==> config.mk <==
export PLATFORM = sky130hd
export DESIGN_NAME = qru_counter
export DESIGN_NICKNAME = d
export VERILOG_FILES = /design/src/core/qru_pkg.sv /design/src/core/qru_counter.sv /design/src/core/qru_edge_detect.sv /design/src/core/qru_irq_flags.sv
export VERILOG_INCLUDE_DIRS = /design/src /design/src/core
export SDC_FILE = /design/constraint.sdc
export NUM_CORES = 1
export LEC_CHECK = 0
export ABC_AREA = 1
export BUFFER_PORTS_ARGS = -buffer_cell sky130_fd_sc_hd__buf_2
export CAP_MARGIN = 20
export CORE_UTILIZATION = 40
export CTS_BUF_LIST = sky130_fd_sc_hd__clkbuf_8
export DETAILED_ROUTE_END_ITERATION = 16
export PLACE_DENSITY = 0.58
export SLEW_MARGIN = 20
export SYNTH_ARGS = -nofsm -noshare
export SYNTH_HDL_FRONTEND = slang
export SYNTH_SLANG_ARGS = --single-unit
==> constraint.sdc <==
create_clock -name ref_clk -period 4.04 [get_ports ref_clk]
set_input_delay 1.212 -clock ref_clk [delete_from_list [all_inputs] [get_ports ref_clk]]
set_output_delay 1.212 -clock ref_clk [all_outputs]
set_load 0.02 [all_outputs]
==> src/core/qru_defs.svh <==
`ifndef QRU_DEFS_SVH
`define QRU_DEFS_SVH

// counter widths
`define QRU_POS_W 16
`define QRU_REV_W 16

// edge select codes for phase B and index inputs
`define QRU_EDGE_NONE 2'h0
`define QRU_EDGE_FALL 2'h1
`define QRU_EDGE_RISE 2'h2
`define QRU_EDGE_BOTH 2'h3

// revolution counter mode field codes
`define QRU_REV_DISABLED 2'h0
`define QRU_REV_INDEX_ONLY 2'h1
`define QRU_REV_WRAP_ONLY 2'h2
`define QRU_REV_INDEX_AND_WRAP 2'h3

// index gate level select codes (index used as gate)
`define QRU_GATE_LOW 2'h1
`define QRU_GATE_HIGH 2'h2

// positions of the request flags in the flag vector
`define QRU_FLAG_N 8
`define QRU_FLG_INV 0
`define QRU_FLG_ZERO 1
`define QRU_FLG_OVF 2
`define QRU_FLG_UNF 3
`define QRU_FLG_REVM 4
`define QRU_FLG_POSM 5
`define QRU_FLG_BOTHM 6
`define QRU_FLG_RANGE 7

// reset values
`define QRU_POS_RST 16'h0000
`define QRU_REV_RST 16'h0000
`define QRU_DIR_RST 1'h0

`endif

==> src/core/qru_pkg.sv <==
`default_nettype none

`include "qru_defs.svh"

package qru_pkg;

	typedef enum logic [1:0] {
		QRU_REV_DISABLED = `QRU_REV_DISABLED,
		QRU_REV_INDEX_ONLY = `QRU_REV_INDEX_ONLY,
		QRU_REV_WRAP_ONLY = `QRU_REV_WRAP_ONLY,
		QRU_REV_INDEX_AND_WRAP = `QRU_REV_INDEX_AND_WRAP
	} qru_rev_mode_t;

	typedef struct packed {
		logic [`QRU_POS_W-1:0] position;
		logic [`QRU_REV_W-1:0] revolution;
		logic dirFlag;
	} qru_state_t;

endpackage

`default_nettype wire

==> src/core/qru_counter.sv <==
// Functional notes
// - B edge steps position, A level sets direction
// - revolution steps on index or position wrap
// - mode 00: no revolution, index/overflow clear position
// - mode 01: index steps revolution by direction flag
// - mode 01: index clears, overflow keeps counting up
// - opposing coincident position edge sets revolution direction
// - index, A, B together: use last flag
// - mode 10: overflow up, underflow down only
// - mode 10: overflow clears position, index ignored
// - mode 11: index by flag plus overflow/underflow
// - mode 11: index or overflow clears position
// - inversion request when flag and enable set
// - zero index, overflow, underflow sticky flags
// - position-revolution match request with enable
// - position match request with enable
// - both-match request with enable
// - out-of-range request with enable
// - overflow wraps to zero except in mode 01, underflow reloads maximum
`timescale 1ns/1ps
`default_nettype none

`include "qru_defs.svh"

module qru_counter (
	// clock and reset
	input wire logic ref_clk,
	input wire logic rst,

	// encoder inputs, synchronous to ref_clk
	input wire logic phaseAInput,
	input wire logic phaseBInput,
	input wire logic indexInput,

	// counting configuration
	input wire logic countRun,
	input wire logic [1:0] phaseBEdgeSelect,
	input wire logic [1:0] indexEdgeSelect,
	input wire logic indexFunctionSelect,
	input wire logic [1:0] gateLevelSelect,
	input wire logic [1:0] revolutionModeField,

	// limit and compare values
	input wire logic [`QRU_POS_W-1:0] maximumPositionValue,
	input wire logic [`QRU_POS_W-1:0] positionCompareValue,
	input wire logic [`QRU_REV_W-1:0] revolutionCompareValue,

	// request enables
	input wire logic countInversionEnable,
	input wire logic posRevMatchEnable,
	input wire logic positionMatchEnable,
	input wire logic bothMatchEnable,
	input wire logic outOfRangeEnable,

	// flag clears, one pulse per write of 0
	input wire logic countInversionClear,
	input wire logic zeroIndexClear,
	input wire logic overflowClear,
	input wire logic underflowClear,
	input wire logic posRevMatchClear,
	input wire logic positionMatchClear,
	input wire logic bothMatchClear,
	input wire logic outOfRangeClear,

	// counter values
	output logic [`QRU_POS_W-1:0] positionCountValue,
	output logic [`QRU_REV_W-1:0] revolutionCountValue,
	output logic positionDirectionFlag,

	// request flags
	output logic countInversionFlag,
	output logic zeroIndexFlag,
	output logic overflowFlag,
	output logic underflowFlag,
	output logic posRevMatchFlag,
	output logic positionMatchFlag,
	output logic bothMatchFlag,
	output logic outOfRangeFlag,

	// combined request
	output logic interruptRequest
);

	qru_pkg::qru_state_t st;
	qru_pkg::qru_state_t next_st;
	qru_pkg::qru_rev_mode_t revMode;

	// edge detector outputs
	logic phaseBEdge;
	logic phaseAEdge;
	logic indexEdge;

	// position counter events
	logic gateOpen;
	logic posEvent;
	logic posDown;
	logic atMax;
	logic atZero;
	logic overflowEvent;
	logic underflowEvent;

	// index events
	logic indexClearEdge;
	logic indexResetsPos;
	logic overflowResetsPos;
	logic revFromIndex;
	logic revFromWrap;
	logic indexDown;

	// flag events
	logic inversionEvent;
	logic rangeEvent;
	logic valueChanged;
	logic posMatchEvent;
	logic revMatchEvent;
	logic [`QRU_FLAG_N-1:0] flagSet;
	logic [`QRU_FLAG_N-1:0] flagClear;
	logic [`QRU_FLAG_N-1:0] flagEnable;
	logic [`QRU_FLAG_N-1:0] flags;

	// one step of the position counter with wrap and reload
	function automatic logic [`QRU_POS_W-1:0] posStep(
		input logic [`QRU_POS_W-1:0] pos,
		input logic [`QRU_POS_W-1:0] maxPos,
		input logic down,
		input logic wrapUp
	);
		logic [`QRU_POS_W-1:0] res;
		res = pos;
		if (down) begin
			if (pos == `QRU_POS_RST) begin
				res = maxPos;
			end else begin
				res = pos - `QRU_POS_W'(1);
			end
		end else begin
			if (wrapUp && pos == maxPos) begin
				res = `QRU_POS_RST;
			end else begin
				res = pos + `QRU_POS_W'(1);
			end
		end
		return res;
	endfunction

	// one step of the revolution counter, modulo its width
	function automatic logic [`QRU_REV_W-1:0] revStep(
		input logic [`QRU_REV_W-1:0] rev,
		input logic down
	);
		logic [`QRU_REV_W-1:0] res;
		res = down ? rev - `QRU_REV_W'(1) : rev + `QRU_REV_W'(1);
		return res;
	endfunction

	assign revMode = qru_pkg::qru_rev_mode_t'(revolutionModeField);

	qru_edge_detect phaseBDetect (
		.ref_clk(ref_clk),
		.rst(rst),
		.sigIn(phaseBInput),
		.edgeSelect(phaseBEdgeSelect),
		.activeEdge(phaseBEdge)
	);

	// any change of phase A, only needed to spot three-way coincidence
	qru_edge_detect phaseADetect (
		.ref_clk(ref_clk),
		.rst(rst),
		.sigIn(phaseAInput),
		.edgeSelect(`QRU_EDGE_BOTH),
		.activeEdge(phaseAEdge)
	);

	qru_edge_detect indexDetect (
		.ref_clk(ref_clk),
		.rst(rst),
		.sigIn(indexInput),
		.edgeSelect(indexEdgeSelect),
		.activeEdge(indexEdge)
	);

	// position counting: index as gate only lets counts through at its level
	always_comb begin
		if (!indexFunctionSelect) begin
			gateOpen = 1'b1;
		end else begin
			case (gateLevelSelect)
				`QRU_GATE_LOW: gateOpen = !indexInput;
				`QRU_GATE_HIGH: gateOpen = indexInput;
				default: gateOpen = 1'b0;
			endcase
		end
	end

	assign posEvent = countRun && gateOpen && phaseBEdge;
	assign posDown = !phaseAInput;
	assign atMax = st.position == maximumPositionValue;
	assign atZero = st.position == `QRU_POS_RST;
	assign overflowEvent = posEvent && !posDown && atMax;
	assign underflowEvent = posEvent && posDown && atZero;

	// index clear only exists when the index is not used as a gate
	assign indexClearEdge = indexEdge && !indexFunctionSelect;

	// which events clear the position, per revolution mode
	always_comb begin
		case (revMode)
			qru_pkg::QRU_REV_DISABLED: begin
				indexResetsPos = indexClearEdge;
				overflowResetsPos = 1'b1;
				revFromIndex = 1'b0;
				revFromWrap = 1'b0;
			end
			qru_pkg::QRU_REV_INDEX_ONLY: begin
				indexResetsPos = indexClearEdge;
				overflowResetsPos = 1'b0;
				revFromIndex = indexClearEdge;
				revFromWrap = 1'b0;
			end
			qru_pkg::QRU_REV_WRAP_ONLY: begin
				indexResetsPos = 1'b0;
				overflowResetsPos = 1'b1;
				revFromIndex = 1'b0;
				revFromWrap = overflowEvent || underflowEvent;
			end
			qru_pkg::QRU_REV_INDEX_AND_WRAP: begin
				indexResetsPos = indexClearEdge;
				overflowResetsPos = 1'b1;
				revFromIndex = indexClearEdge;
				revFromWrap = overflowEvent || underflowEvent;
			end
			default: begin
				indexResetsPos = 1'b0;
				overflowResetsPos = 1'b1;
				revFromIndex = 1'b0;
				revFromWrap = 1'b0;
			end
		endcase
	end

	// a coincident position count decides the index direction, unless
	// phase A moved too: then the stored flag is the only safe reference
	always_comb begin
		if (posEvent && !phaseAEdge) begin
			indexDown = posDown;
		end else begin
			indexDown = st.dirFlag;
		end
	end

	always_comb begin
		next_st = st;
		if (posEvent) begin
			next_st.position = posStep(st.position, maximumPositionValue, posDown, overflowResetsPos);
			next_st.dirFlag = posDown;
		end
		// index clear wins over a coincident count
		if (indexResetsPos) begin
			next_st.position = `QRU_POS_RST;
		end
		if (revFromIndex) begin
			next_st.revolution = revStep(st.revolution, indexDown);
		end else if (revFromWrap) begin
			next_st.revolution = revStep(st.revolution, underflowEvent);
		end
	end

	always_ff @(posedge ref_clk or posedge rst) begin
		if (rst) begin
			st <= '{position: `QRU_POS_RST, revolution: `QRU_REV_RST, dirFlag: `QRU_DIR_RST};
		end else begin
			st <= next_st;
		end
	end

	// flag events
	assign inversionEvent = posEvent && (posDown != st.dirFlag);
	// only the index-only mode can carry the count past the maximum
	assign rangeEvent = posEvent && !posDown && (next_st.position > maximumPositionValue);
	assign valueChanged = (next_st.position != st.position) || (next_st.revolution != st.revolution);
	// compare on update only, so a held match does not re-arm after a clear
	assign posMatchEvent = valueChanged && (next_st.position == positionCompareValue);
	assign revMatchEvent = valueChanged && (next_st.revolution == revolutionCompareValue);

	always_comb begin
		flagSet = '0;
		flagSet[`QRU_FLG_INV] = inversionEvent;
		// wrap-only mode ignores the index entirely, flag included
		flagSet[`QRU_FLG_ZERO] = indexClearEdge && (revMode != qru_pkg::QRU_REV_WRAP_ONLY);
		flagSet[`QRU_FLG_OVF] = overflowEvent;
		flagSet[`QRU_FLG_UNF] = underflowEvent;
		flagSet[`QRU_FLG_REVM] = revMatchEvent;
		flagSet[`QRU_FLG_POSM] = posMatchEvent;
		flagSet[`QRU_FLG_BOTHM] = posMatchEvent && revMatchEvent;
		flagSet[`QRU_FLG_RANGE] = rangeEvent;
	end

	always_comb begin
		flagClear = '0;
		flagClear[`QRU_FLG_INV] = countInversionClear;
		flagClear[`QRU_FLG_ZERO] = zeroIndexClear;
		flagClear[`QRU_FLG_OVF] = overflowClear;
		flagClear[`QRU_FLG_UNF] = underflowClear;
		flagClear[`QRU_FLG_REVM] = posRevMatchClear;
		flagClear[`QRU_FLG_POSM] = positionMatchClear;
		flagClear[`QRU_FLG_BOTHM] = bothMatchClear;
		flagClear[`QRU_FLG_RANGE] = outOfRangeClear;
	end

	// zero index, overflow and underflow have no enable of their own
	always_comb begin
		flagEnable = '0;
		flagEnable[`QRU_FLG_INV] = countInversionEnable;
		flagEnable[`QRU_FLG_ZERO] = 1'b1;
		flagEnable[`QRU_FLG_OVF] = 1'b1;
		flagEnable[`QRU_FLG_UNF] = 1'b1;
		flagEnable[`QRU_FLG_REVM] = posRevMatchEnable;
		flagEnable[`QRU_FLG_POSM] = positionMatchEnable;
		flagEnable[`QRU_FLG_BOTHM] = bothMatchEnable;
		flagEnable[`QRU_FLG_RANGE] = outOfRangeEnable;
	end

	qru_irq_flags #(
		.N(`QRU_FLAG_N)
	) requestFlags (
		.ref_clk(ref_clk),
		.rst(rst),
		.flagSet(flagSet),
		.flagClear(flagClear),
		.flagEnable(flagEnable),
		.flags(flags),
		.interruptRequest(interruptRequest)
	);

	assign positionCountValue = st.position;
	assign revolutionCountValue = st.revolution;
	assign positionDirectionFlag = st.dirFlag;

	assign countInversionFlag = flags[`QRU_FLG_INV];
	assign zeroIndexFlag = flags[`QRU_FLG_ZERO];
	assign overflowFlag = flags[`QRU_FLG_OVF];
	assign underflowFlag = flags[`QRU_FLG_UNF];
	assign posRevMatchFlag = flags[`QRU_FLG_REVM];
	assign positionMatchFlag = flags[`QRU_FLG_POSM];
	assign bothMatchFlag = flags[`QRU_FLG_BOTHM];
	assign outOfRangeFlag = flags[`QRU_FLG_RANGE];

endmodule

`default_nettype wire

==> src/core/qru_edge_detect.sv <==
`timescale 1ns/1ps
`default_nettype none

`include "qru_defs.svh"

module qru_edge_detect (
	// clock and reset
	input wire logic ref_clk,
	input wire logic rst,
	// sampled input and edge choice
	input wire logic sigIn,
	input wire logic [1:0] edgeSelect,
	// detected active edge, one cycle
	output logic activeEdge
);

	typedef struct packed {
		logic prev;
	} qru_edge_state_t;

	qru_edge_state_t st;
	qru_edge_state_t next_st;

	always_comb begin
		next_st = st;
		next_st.prev = sigIn;
	end

	always_ff @(posedge ref_clk or posedge rst) begin
		if (rst) begin
			st <= '0;
		end else begin
			st <= next_st;
		end
	end

	// edge pulse is combinational so it lines up with the counter update
	always_comb begin
		case (edgeSelect)
			`QRU_EDGE_FALL: activeEdge = st.prev && !sigIn;
			`QRU_EDGE_RISE: activeEdge = !st.prev && sigIn;
			`QRU_EDGE_BOTH: activeEdge = st.prev ^ sigIn;
			default: activeEdge = 1'b0;
		endcase
	end

endmodule

`default_nettype wire

==> src/core/qru_irq_flags.sv <==
`timescale 1ns/1ps
`default_nettype none

module qru_irq_flags #(
	parameter int N = 8
) (
	// clock and reset
	input wire logic ref_clk,
	input wire logic rst,
	// hardware events and software clears
	input wire logic [N-1:0] flagSet,
	input wire logic [N-1:0] flagClear,
	input wire logic [N-1:0] flagEnable,
	// sticky flags and request
	output logic [N-1:0] flags,
	output logic interruptRequest
);

	typedef struct packed {
		logic [N-1:0] flags;
		logic irq;
	} qru_flag_state_t;

	qru_flag_state_t st;
	qru_flag_state_t next_st;

	always_comb begin
		next_st = st;
		// set beats a clear arriving in the same cycle
		next_st.flags = (st.flags & ~flagClear) | flagSet;
		next_st.irq = |(st.flags & flagEnable);
	end

	always_ff @(posedge ref_clk or posedge rst) begin
		if (rst) begin
			st <= '0;
		end else begin
			st <= next_st;
		end
	end

	assign flags = st.flags;
	assign interruptRequest = st.irq;

endmodule

`default_nettype wire

# Yosys cells after proc, flatten, opt, wreduce, memory -nomap -nowiden
# Index checks and enable logic that the tools add are counted.
# W data, S select, Z words.
[word_totals]
elab_cells = 93
reg_bits = 45
out_inout_bits = 42
[op_classes]
order_cmp = 1
muxes = 18
bitwise = 7
add_sub_neg = 4
eq_ne = 18
reduce_logical = 37
[ops]
columns = ["operator", "n"]
rows = [
  ["$mux W16", 9],
  ["$eq A16 B16 Y1", 3],
  ["$add A16 B1 Y16 const B", 2],
  ["$ne A16 B16 Y1", 2],
  ["$sub A16 B1 Y16 const B", 2],
  ["$logic_and A1 B1 Y1", 19],
  ["$and A8 B8 Y8", 2],
  ["$gt A16 B16 Y1", 1],
  ["$logic_not A16 Y1", 1],
  ["$eq A2 B2 Y1 const B", 7],
  ["$pmux W1 S2", 5],
  ["$eq A2 B1 Y1 const B", 4],
  ["$not A8 Y8", 1],
  ["$or A8 B8 Y8", 1],
  ["$reduce_or A2 Y1", 4],
  ["$reduce_or A8 Y1", 1],
  ["$logic_not A1 Y1", 7],
  ["$pmux W1 S3", 2],
  ["$reduce_or A3 Y1", 2],
  ["$xor A1 B1 Y1", 3],
  ["$logic_not A2 Y1", 1],
  ["$logic_or A1 B1 Y1", 2],
  ["$mux W1", 2],
  ["$ne A2 B2 Y1 const B", 1],
  ["$ne A1 B1 Y1", 1],
]

# Longest topological paths before layout
# Gate-level depths: netlist of run 1.
[depth]
depth_word = 16
depth_mapped = 22
mapped_depth_nobuf = 22

# Hierarchy
# A second synthesis of run 1 with hierarchy kept.
[unflattened]
cells_unflattened = 1128
area_unflattened_um2 = 6322.3
[by_module_without_submodules]
columns = ["mod", "cells_per_inst", "n_inst", "area_each_um2"]
rows = [
  ["qru_counter", 1048, 1, 5669.2],
  ["qru_irq_flags", 41, 1, 375.4],
  ["qru_edge_detect", 13, 3, 92.6],
]

# Least setup slack after synthesis of run 1
# Ideal clock, no wire load.
[synth_path]
path_type = "input port to flip-flop"
start = "input phaseBInput"
end = "register requestFlags.st, in the netlist requestFlags.flags[7]"
path_slack_ps = 345
n_path_buf = 1
stages = 20
arrival_ps = 3569
cell_sequence = "inv_1 > ha_1 > inv_1 > nand2_1 > nand3_1 > nand3_4 > nor2_8 > buf_1 > nand2_1 > nand2_1 > inv_1 > ha_1 > nand2_1 > nor2_1 > a211oi_1 > o221ai_1 > nand2_1 > o2111ai_1 > nand3_1 > o21ai_0"
[synth_lines]
columns = ["item", "line_no", "text"]
rows = [
  ["from (decl)", "qru_counter.sv:32", "input wire logic phaseBInput,"],
  ["to (signal assigned)", "qru_irq_flags.sv:38", "st <= next_st;"],
  ["to (decl)", "qru_irq_flags.sv:24", "qru_flag_state_t st;"],
]

==> results.ini, run 1 <==
[clock_tree]
cts_buffers = 5
cts_root_buf = clkbuf_8
clock_latency_ps = 350
cts_sinks = 45
cts_tree = done
clock_path_buffers = 2
post_cts_buffers = 0
clk_pin_slew_ps = 120
cts_max_level = 2

[worst_setup_path]
cp-start-kind = primary input
cp_cell_sequence = buf_2 -> inv_1 -> ha_1 -> inv_1 -> nand2_1 -> nand3_1 -> nand3_4 -> buf_4 -> nor2_8 -> nand2_1 -> nand2_1 -> inv_1 -> ha_1 -> a21oi_1 -> nor2_1 -> a211oi_1 -> o221ai_2 -> nand2_1 -> o2111ai_1 -> nand3_1 -> o21ai_0
cp_top_family = simple AND/OR/NAND/NOR gates
arrival_ps = 3990
critPathBufInv = 5
slowest_stage = ha_1
cp_common_cell = nand2_1
rr_worst_depth = 20
critPathCaptureType = flop
critical_path.max_stage_delay_ps = 280
path_max_fanout = 12
cp.required_ps = 4280
crit_type = in -> reg
path_depth = 21

[synthesis]
synthTopCellsByArea = nand2_1, dfrtp_1, nand3_1, inv_1, nor2_1
synth_nets = 1183
yosys.cell_types.count = 47
post-synth-top-area-cell = nand2_1
ys_dominant_reg_cell = dfrtp_1
synth_top_cell_area_share_pct = 24.6
avgSynthCellArea_sq_um = 5.67
syn_inst = 1083
syn-cell-area_sq_um = 6140
synth_edf_count = 0
synthArstFlopShare_pct = 100
yosysWarnings = 0
synth-seq-area-share_pct = 18.3
ys_ff_latch = 45

[layout]
fillers = 1650
regArea_sq_um = 1130
final_common_cell = nand2_1
instances_no_fill = 1398
multi_input_area_sq_um = 4230
drive_gt1_share_pct = 18.3
post-route-util_pct = 48.5
area_growth_syn_to_layout_pct = 16.7
final_nets = 1313
layout.cells.most_common_list = nand2_1, inv_1, nor2_1
n_antenna_cell = 0

[sta]
max_freq_mhz = 267
fin_skew_ps = 14.2
slew_violations = 0
hold_violations = 0
period_needed_ps = 3750
rsz0062_at_grt = false
relSlewSlack_pct = 65.8
setup-violations-final = 0
finalCritPeriodShare_pct = 92.8
worstMarginPinSlew_ps = 513
fin_tns_setup_ps = 0

[floorplanning]
pin_count = 118
die-area_sq_um = 15800
die_w_um = 126
die_h_um = 126
row_count = 44
core-area_sq_um = 14800
start_util_pct = 41.6

[drt]
first_pass_iters = 5
post_drt_via_cell_ratio = 4.97
ant_nets = 0
drtIter0Drc = 432
wl_per_cell_um = 14.3
via_count = 6955
wl_um = 20000
drc = 0

[run]
maxCapViolCount = 0

[min_path]
min_path_cells = 2
hp-class = reg -> reg

[global_route]
antenna_found_initial = 0
grt_pass1_wl_um = 32900
grt_usage_pct = 26.3
overflow = 0
grt_pass1_vias = 6496
grt_max_degree = 35

[placed_design]
globalplace.congestion = 0.891
dpl.hpwl_um = 16100
dp_cells = 1390
portBuffers = 117

[pwr]
leakage_nw = 4.19
ir_drop_uv = 194
power.total_w = 0.00332
cellPowerDensity_nw_per_um2 = 464

[run_status]
outcome = finished clean

## worst reg2reg max path, cell delays in order (launching register included)
cell	delay (ps)
dfrtp_1	610
inv_2	160
nand2_1	90
nand2_1	40
nor2_1	100
nand2_1	120
nor2_2	220
nand3_2	320
nand2_1	170
nand2_1	70
nand2_1	90
inv_1	50
ha_1	280
a21oi_1	190
nor2_1	60
a211oi_1	240
o221ai_2	180
nand2_1	90
o2111ai_1	100
nand3_1	80
o21ai_0	80
## path summary, 6_finish.rpt
check	slack, ps	to	startpoint
min reg2reg	520	requestFlags.interruptRequest	requestFlags.flags[3]
max reg2reg	620	requestFlags.flags[7]	positionCountValue[10]
min in group asynchronous	810	requestFlags.flags[7]	rst
min	520	requestFlags.interruptRequest	requestFlags.flags[3]
max in group asynchronous	2430	revolutionCountValue[14]	rst
max	290	requestFlags.flags[7]	phaseBInput
## registers in the layout, indices dropped and copies added (netlist names)
signal and count:
positionCountValue 16, revolutionCountValue 16, requestFlags.flags 8, indexDetect.st 1, phaseADetect.st 1, phaseBDetect.st 1, positionDirectionFlag 1, requestFlags.interruptRequest 1
## metal layers
metal | vias up | global-route usage [%] | part of all wire, %
met5 | - | 0 | 0
met4 | 0 | 8.08 | 2.3
met3 | 27 | 3.53 | 4.0
met2 | 171 | 47.1 | 50
met1 | 3117 | 32.6 | 43
li1 | 3640 | - | -
## kinds of logic (layout without fill, tap and decap cells)
| group | Yosys count | after routing | share of synthesized area (%) |
|---|---|---|---|
| AOI/OAI and AO/OA | 65 | 65 | 6.30 |
| DFF | 45 | 45 | 18.3 |
| adders and majority gates | 24 | 24 | 4.89 |
| and+or+nand+nor | 721 | 721 | 51.9 |
| xor gates and xnor gates | 38 | 38 | 5.65 |
| buffers and inverters | 190 | 321 | 12.9 |
## power by group
part	internal, W	switching (W)	leakage (nW)
Clock	0.000186	0.000215	0.0543
Sequential	0.000567	0.000288	0.545
Combinational	0.000757	0.00131	3.59
Total	0.00151	0.00181	4.19
## cell usage after synthesis, types with 2 or more instances
library cell    n
inv_2          16
o21ai_1         4
o21ai_0        26
buf_2          10
nor2_4          4
nand2_2         3
nand2_1       403
nand4_1        25
nand3b_1       12
nand3_2         4
inv_1         138
or2_2           3
nand3_4         2
xnor2_1         2
clkbuf_1        7
inv_4           3
nor2_2          9
a21oi_1        24
clkinv_1        2
dfrtp_1        45
buf_6           5
a21oi_4         2
nor2_8          2
ha_1           24
nand2_4         4
o221ai_1        2
buf_4           5
buf_1           2
xor2_1         35
nor3_1          6
nand3_1       111
nor2_1        128
## metrics by stage
stage          cell area [sq um]  hold WS, ps  setup WS, ps
6_report                    7160          519           290
5_1_grt                     7160          546          25.8
4_1_cts                     7160          522           282
3_5_place_dp                7040          497         -96.9
3_3_place_gp                7040          493         -27.5
2_1_floorplan               6140          610           345
## what timing repair did
| action | CTS | global route |
|---|---|---|
| setup endpoints to repair | 0 | 1 |
| endpoints found under the hold margin | 0 | 0 |
| resized for setup | 0 | 1 |
| hold buffers | 0 | 0 |
## area by class of cell
class | instances | area share [%]
Multi-Input combinational cell | 848 | 59.0
Sequential cell | 45 | 15.7
Timing Repair Buffer | 153 | 11.9
Inverter | 160 | 8.51
Tap cell | 184 | 3.21
Clock buffer | 5 | 0.961
Clock inverter | 3 | 0.646
(Power assumes the default switching activity.)
==> run 2: changes to the inputs <==
--- a/config.mk
+++ b/config.mk
@@ -9,10 +9,12 @@
 export ABC_AREA = 1
 export BUFFER_PORTS_ARGS = -buffer_cell sky130_fd_sc_hd__buf_2
 export CAP_MARGIN = 20
+export CORE_MARGIN = 4
 export CORE_UTILIZATION = 40
 export CTS_BUF_LIST = sky130_fd_sc_hd__clkbuf_8
 export DETAILED_ROUTE_END_ITERATION = 16
 export PLACE_DENSITY = 0.58
+export RECOVER_POWER = 25
 export SLEW_MARGIN = 20
 export SYNTH_ARGS = -nofsm -noshare
 export SYNTH_HDL_FRONTEND = slang
==> results.ini, run 2 (synthesis gave the netlist of run 1 again) <==
[run_status]
outcome = finished clean  ; unchanged

[floorplanning]
die_w_um = 132  ; was 126 um
row_count = 45  ; was 44
die_h_um = 132  ; was 126 um
pin_count = 118  ; unchanged
start_util_pct = 40.5  ; was 41.6%
die-area_sq_um = 17400  ; was 15800 sq um
core-area_sq_um = 15100  ; was 14800 sq um

[layout]
final_common_cell = nand2_1  ; unchanged
final_nets = 1317  ; was 1313
layout.cells.most_common_list = nand2_1, inv_1, nor2_1  ; unchanged
drive_gt1_share_pct = 18.3  ; about the same
n_antenna_cell = 0  ; unchanged
area_growth_syn_to_layout_pct = 17.1  ; was 16.7%
fillers = 1694  ; was 1650

[worst_setup_path]
r2r-end = requestFlags.flags[7]  ; unchanged
critPathBufInv = 5  ; unchanged
cp_top_family = simple AND/OR/NAND/NOR gates  ; unchanged
arrival_ps = 4000  ; was 3990 ps
rr_worst_depth = 22  ; was 20
critPathCaptureType = flop  ; unchanged
path_max_fanout = 12  ; unchanged
cp.required_ps = 4270  ; was 4280 ps
cp_common_cell = nand2_1  ; unchanged
crit_type = in -> reg  ; unchanged
critical_path.max_stage_delay_ps = 280  ; about the same
r2r_setup_slack_ps = 640  ; was 620 ps
cp_cell_sequence = buf_2 -> inv_1 -> ha_1 -> inv_1 -> nand2_1 -> nand3_2 -> nand3_4 -> buf_12 -> nor2_8 -> nand2_1 -> nand2_1 -> inv_1 -> ha_1 -> a21oi_1 -> nor2_1 -> a211oi_1 -> o221ai_1 -> nand2_1 -> o2111ai_1 -> nand3_1 -> o21ai_0  ; was buf_2 -> inv_1 -> ha_1 -> inv_1 -> nand2_1 -> nand3_1 -> nand3_4 -> buf_4 -> nor2_8 -> nand2_1 -> nand2_1 -> inv_1 -> ha_1 -> a21oi_1 -> nor2_1 -> a211oi_1 -> o221ai_2 -> nand2_1 -> o2111ai_1 -> nand3_1 -> o21ai_0
slowest_stage = ha_1  ; unchanged
reg2reg_from = positionCountValue[1]  ; was positionCountValue[10]
cp-start-kind = primary input  ; unchanged

[drt]
wl_per_cell_um = 14.6  ; was 14.3 um
via_count = 7009  ; was 6955
drt-met1-wl_um = 9220  ; was 8700 um
routed.top_layer = met4  ; unchanged
post_drt_via_cell_ratio = 4.99  ; was 4.97
ant_nets = 0  ; unchanged
wl_um = 20500  ; was 20000 um
drtIter0Drc = 424  ; was 432
drc = 0  ; unchanged
wl_met2_um = 10200  ; was 10100 um
first_pass_iters = 5  ; unchanged
wl_met3_um = 739  ; was 798 um

[sta]
period_needed_ps = 3760  ; was 3750 ps
relSlewSlack_pct = 15.3  ; was 65.8%
worstMarginPinSlew_ps = 1270  ; was 513 ps
hold_violations = 0  ; unchanged
finalCritPeriodShare_pct = 93.1  ; was 92.8%
worst_slack_ps = 278  ; was 290 ps
slew_violations = 0  ; unchanged
rsz0062_at_grt = false  ; unchanged
setup-violations-final = 0  ; unchanged
fin_skew_ps = 15.8  ; was 14.2 ps
max_freq_mhz = 266  ; was 267 MHz

[clock_tree]
cts_root_buf = clkbuf_8  ; unchanged
holdBufCountCts = 0  ; unchanged
clock_path_buffers = 2  ; unchanged
clock_latency_ps = 340  ; was 350 ps
cts_max_level = 2  ; unchanged
cts_buffers = 5  ; unchanged
cts_tree = done  ; unchanged
cts_sinks = 45  ; unchanged
clk_pin_slew_ps = 120  ; about the same

[global_route]
grt_usage_pct = 23.1  ; was 26.3%
grt_pass1_wl_um = 32900  ; about the same
grt_pass1_vias = 6535  ; was 6496
overflow = 0  ; unchanged
antenna_found_initial = 0  ; unchanged
grt_max_degree = 27  ; was 35

[placed_design]
dpl_worst_slack_ps = -116  ; was -96.9 ps
globalplace.congestion = 0.913  ; was 0.891
dpl.hpwl_um = 16600  ; was 16100 um
portBuffers = 117  ; unchanged

[min_path]
min_path_cells = 2  ; unchanged
min_to = requestFlags.interruptRequest  ; unchanged
hold_path_startpoint = requestFlags.flags[2]  ; was requestFlags.flags[3]
hp-class = reg -> reg  ; unchanged

[pwr]
ir_drop_uv = 166  ; was 194 uV
cellPowerDensity_nw_per_um2 = 458  ; was 464 nW/um^2
power.total_w = 0.00329  ; was 0.00332 W
leakage_nw = 4.20  ; was 4.19 nW

[run]
maxCapViolCount = 0  ; unchanged

==> run 2: cell count changes in the layout (fill, tap and decap cells not counted), sizes merged <==
| cell | previous run | this run |
|---|---|---|
| buf | 153 | 155 |
| inv | 157 | 158 |
| clkbuf | 5 | 7 |
| bufinv | 1 | 0 |
==> run 2: power breakdown <==
group | internal [W] | total (W) | switching [W] | leakage (nW)
clock | 0.000124 | 0.000339 | 0.000215 | 0.0445
combinational | 0.000776 | 0.00210 | 0.00132 | 3.61
sequential | 0.000567 | 0.000854 | 0.000287 | 0.545
total | 0.00147 | 0.00329 | 0.00183 | 4.20
==> run 2: per-stage QoR <==
step	hold slack, ps	cell area, sq um	utilization [%]	instances	TNS [ps]
after floorplan	610	6140	-	1083	0
final	504	7190	47.5	1406	0
after CTS	513	7180	47.4	1406	0
after global placement	487	7090	46.8	1398	-54.4
after global routing	547	7190	47.5	1406	0
after detailed placement	487	7090	46.8	1398	-116
==> run 2: routing by layer <==
layer / global-route usage (%) / vias up
met5: 0 / -
met4: 6.65 / 0
met3: 2.63 / 24
met2: 41.0 / 160
met1: 29.4 / 3174
li1: - / 3651
==> run 2: cell type report <==
class / instances / area [sq um] / share of cell area (%)
Timing Repair Buffer: 157 / 893 / 12.4
Sequential cell: 45 / 1130 / 15.7
Clock buffer: 5 / 68.8 / 0.957
Inverter: 160 / 609 / 8.48
Tap cell: 188 / 235 / 3.27
Multi-Input combinational cell: 848 / 4230 / 58.9
Clock inverter: 3 / 21.3 / 0.296
==> run 2: worst max-delay path by stage <==
| stage | from | to | slack, ps | cells past startpoint |
|---|---|---|---|---|
| finish | phaseBInput | requestFlags.flags[7] | 280 | 21 |
| global route | phaseBInput | requestFlags.flags[7] | 90 | 21 |
| CTS | phaseBInput | requestFlags.flags[7] | 260 | 21 |
| detailed placement | phaseBInput | requestFlags.flags[7] | -120 | 21 |
| global placement | phaseBInput | requestFlags.flags[7] | -50 | 21 |
| floorplan | phaseBInput | requestFlags.flags[7] | 340 | 20 |
==> run 2: repair_timing <==
item,CTS,global route
resized for setup,0,3
setup endpoints to repair,0,1
buffers inserted,0,0
==> run 2: tightest hold or removal path, stage by stage, from the launching register on <==
cell and delay (ps):
dfrtp_1 350, inv_1 50, nand4_1 80
==> run 3: changes to the inputs <==
--- a/config.mk
+++ b/config.mk
@@ -14,7 +14,7 @@
 export CTS_BUF_LIST = sky130_fd_sc_hd__clkbuf_8
 export DETAILED_ROUTE_END_ITERATION = 16
 export PLACE_DENSITY = 0.58
-export RECOVER_POWER = 25
+export REMOVE_ABC_BUFFERS = 1
 export SLEW_MARGIN = 20
 export SYNTH_ARGS = -nofsm -noshare
 export SYNTH_HDL_FRONTEND = slang
==> results.ini, run 3 (synthesis gave the netlist of run 1 again) <==
[pwr]
power.total_w = 0.00338  ; was 0.00329 W
cellPowerDensity_nw_per_um2 = 470  ; was 458 nW/um^2
ir_drop_uv = 216  ; was 166 uV
leakage_nw = 4.20  ; about the same

[global_route]
grt_usage_pct = 22.7  ; was 23.1%
grt_pass1_vias = 6568  ; was 6535
overflow = 0  ; unchanged
antenna_found_initial = 1  ; was 0
grt_max_degree = 29  ; was 27
grt_pass1_wl_um = 32400  ; was 32900 um

[drt]
wl_um = 20100  ; was 20500 um
ant_nets = 0  ; unchanged
via_count = 6960  ; was 7009
wl_per_cell_um = 14.3  ; was 14.6 um
drc = 0  ; unchanged
post_drt_via_cell_ratio = 4.96  ; was 4.99
first_pass_iters = 5  ; unchanged
drtIter0Drc = 475  ; was 424

[clock_tree]
cts_buffers = 5  ; unchanged
cts_max_level = 2  ; unchanged
cts_tree = done  ; unchanged
cts_root_buf = clkbuf_8  ; unchanged
clock_path_buffers = 2  ; unchanged
cts_sinks = 45  ; unchanged
clk_pin_slew_ps = 120  ; about the same
clock_latency_ps = 350  ; was 340 ps
post_cts_buffers = 0  ; unchanged

[worst_setup_path]
r2r_setup_slack_ps = 690  ; was 640 ps
crit_type = in -> reg  ; unchanged
slowest_stage = ha_1  ; unchanged
critical_path.max_stage_delay_ps = 280  ; about the same
reg2reg_from = positionCountValue[1]  ; unchanged
arrival_ps = 3930  ; was 4000 ps
cp-startpoint = phaseBInput  ; unchanged
rr_worst_depth = 21  ; was 22
cp-start-kind = primary input  ; unchanged
critPathCaptureType = flop  ; unchanged
cp_cell_sequence = buf_2 -> inv_1 -> ha_1 -> inv_1 -> nand2_1 -> nand3_1 -> nand3_4 -> buf_4 -> nor2_8 -> nand2_1 -> nand2_1 -> inv_1 -> ha_1 -> a21oi_1 -> nor2_1 -> a211oi_1 -> o221ai_1 -> nand2_1 -> o2111ai_1 -> nand3_1 -> o21ai_0  ; was buf_2 -> inv_1 -> ha_1 -> inv_1 -> nand2_1 -> nand3_2 -> nand3_4 -> buf_12 -> nor2_8 -> nand2_1 -> nand2_1 -> inv_1 -> ha_1 -> a21oi_1 -> nor2_1 -> a211oi_1 -> o221ai_1 -> nand2_1 -> o2111ai_1 -> nand3_1 -> o21ai_0
path_max_fanout = 12  ; unchanged
cp.required_ps = 4290  ; was 4270 ps
cp_common_cell = nand2_1  ; unchanged
r2r-end = requestFlags.flags[7]  ; unchanged

[min_path]
hold_path_startpoint = requestFlags.flags[2]  ; unchanged
min_to = requestFlags.interruptRequest  ; unchanged
hp-class = reg -> reg  ; unchanged
min_path_cells = 2  ; unchanged

[sta]
max_freq_mhz = 272  ; was 266 MHz
worstMarginPinSlew_ps = 711  ; was 1270 ps
relSlewSlack_pct = 52.5  ; was 15.3%
rsz0062_at_grt = false  ; unchanged
fin_skew_ps = 17.7  ; was 15.8 ps
hold_violations = 0  ; unchanged
setup-violations-final = 0  ; unchanged
period_needed_ps = 3680  ; was 3760 ps
worst_slack_ps = 362  ; was 278 ps
finalCritPeriodShare_pct = 91.1  ; was 93.1%
fin_tns_setup_ps = 0  ; unchanged
slew_violations = 0  ; unchanged

[layout]
area_growth_syn_to_layout_pct = 16.9  ; was 17.1%
layout.cells.most_common_list = nand2_1, inv_1, nor2_1  ; unchanged
final_common_cell = nand2_1  ; unchanged
final_nets = 1312  ; was 1317
drive_gt1_share_pct = 18.2  ; was 18.3%

[placed_design]
globalplace.congestion = 0.883  ; was 0.913
portBuffers = 117  ; unchanged
dpl.hpwl_um = 16200  ; was 16600 um
dpl_worst_slack_ps = -37.1  ; was -116 ps

[run]
maxCapViolCount = 0  ; unchanged

[floorplanning]
die-area_sq_um = 17400  ; unchanged
row_count = 45  ; unchanged
start_util_pct = 40.5  ; unchanged
pin_count = 118  ; unchanged
die_h_um = 132  ; unchanged
core-area_sq_um = 15100  ; unchanged
die_w_um = 132  ; unchanged

[run_status]
outcome = finished clean  ; unchanged

## run 3: cell types whose count changed in the layout (fill, tap and decap cells not counted), sizes merged
cell      previous run  this run
inv                158       157
diode                0         1
clkinvlp             1         0
clkbuf               7         5
bufinv               0         2
buf                155       152
## run 3: routing by layer
metal  global-route usage [%]  up-vias  wire length [um]
met2                     41.0      177             10200
met3                     2.56       26               857
met4                     7.53        0               414
li1                         -     3642                 -
met1                     28.1     3115              8640
met5                        0        -                 0
## run 3: final cells by class
| type | instances | area, sq um |
|---|---|---|
| Clock inverter | 3 | 65.1 |
| Multi-Input combinational cell | 848 | 4220 |
| Antenna cell | 1 | 2.50 |
| Tap cell | 188 | 235 |
| Sequential cell | 45 | 1130 |
| Inverter | 160 | 609 |
| Clock buffer | 5 | 68.8 |
| Timing Repair Buffer | 152 | 848 |
| Fill cell | 1665 | 7970 |
## run 3: critical path, delay by kind of cell
| family | cells | cell delay, ps |
|---|---|---|
| AOI/OAI and AO/OA | 5 | 740 |
| and+or+nand+nor | 9 | 990 |
| buffers and inverters | 5 | 430 |
| adders and majority gates | 2 | 550 |
## run 3: worst max-delay path by stage
stage	to	slack [ps]	depth (start not counted)
3_3_place_gp	requestFlags.flags[7]	20	21
6_report	requestFlags.flags[7]	360	21
3_5_place_dp	requestFlags.flags[7]	-40	21
4_1_cts	requestFlags.flags[7]	340	21
5_1_grt	requestFlags.flags[7]	60	22
2_1_floorplan	requestFlags.flags[7]	290	21
## run 3: through the flow
| step | hold slack (ps) | instances | util, % | area [sq um] |
|---|---|---|---|---|
| after floorplan | 610 | 1053 | - | 5960 |
| after global placement | 479 | 1393 | 46.5 | 7040 |
| after detailed placement | 494 | 1393 | 46.5 | 7040 |
| after CTS | 519 | 1401 | 47.4 | 7170 |
| after global routing | 565 | 1402 | 47.4 | 7180 |
| final | 519 | 1402 | 47.4 | 7180 |
## run 3: power by group
| group | leakage, nW | switching [W] | internal [W] |
|---|---|---|---|
| Sequential | 0.545 | 0.000282 | 0.000568 |
| Combinational | 3.59 | 0.00130 | 0.000758 |
| Clock | 0.0681 | 0.000218 | 0.000247 |
| Total | 4.20 | 0.00180 | 0.00157 |
## run 3: timing repair
| item | in CTS | in global routing |
|---|---|---|
| hold endpoints to repair | 0 | 0 |
| gates resized for setup | 0 | 1 |
| hold buffers | 0 | 0 |
| endpoints found under the setup margin | 0 | 1 |
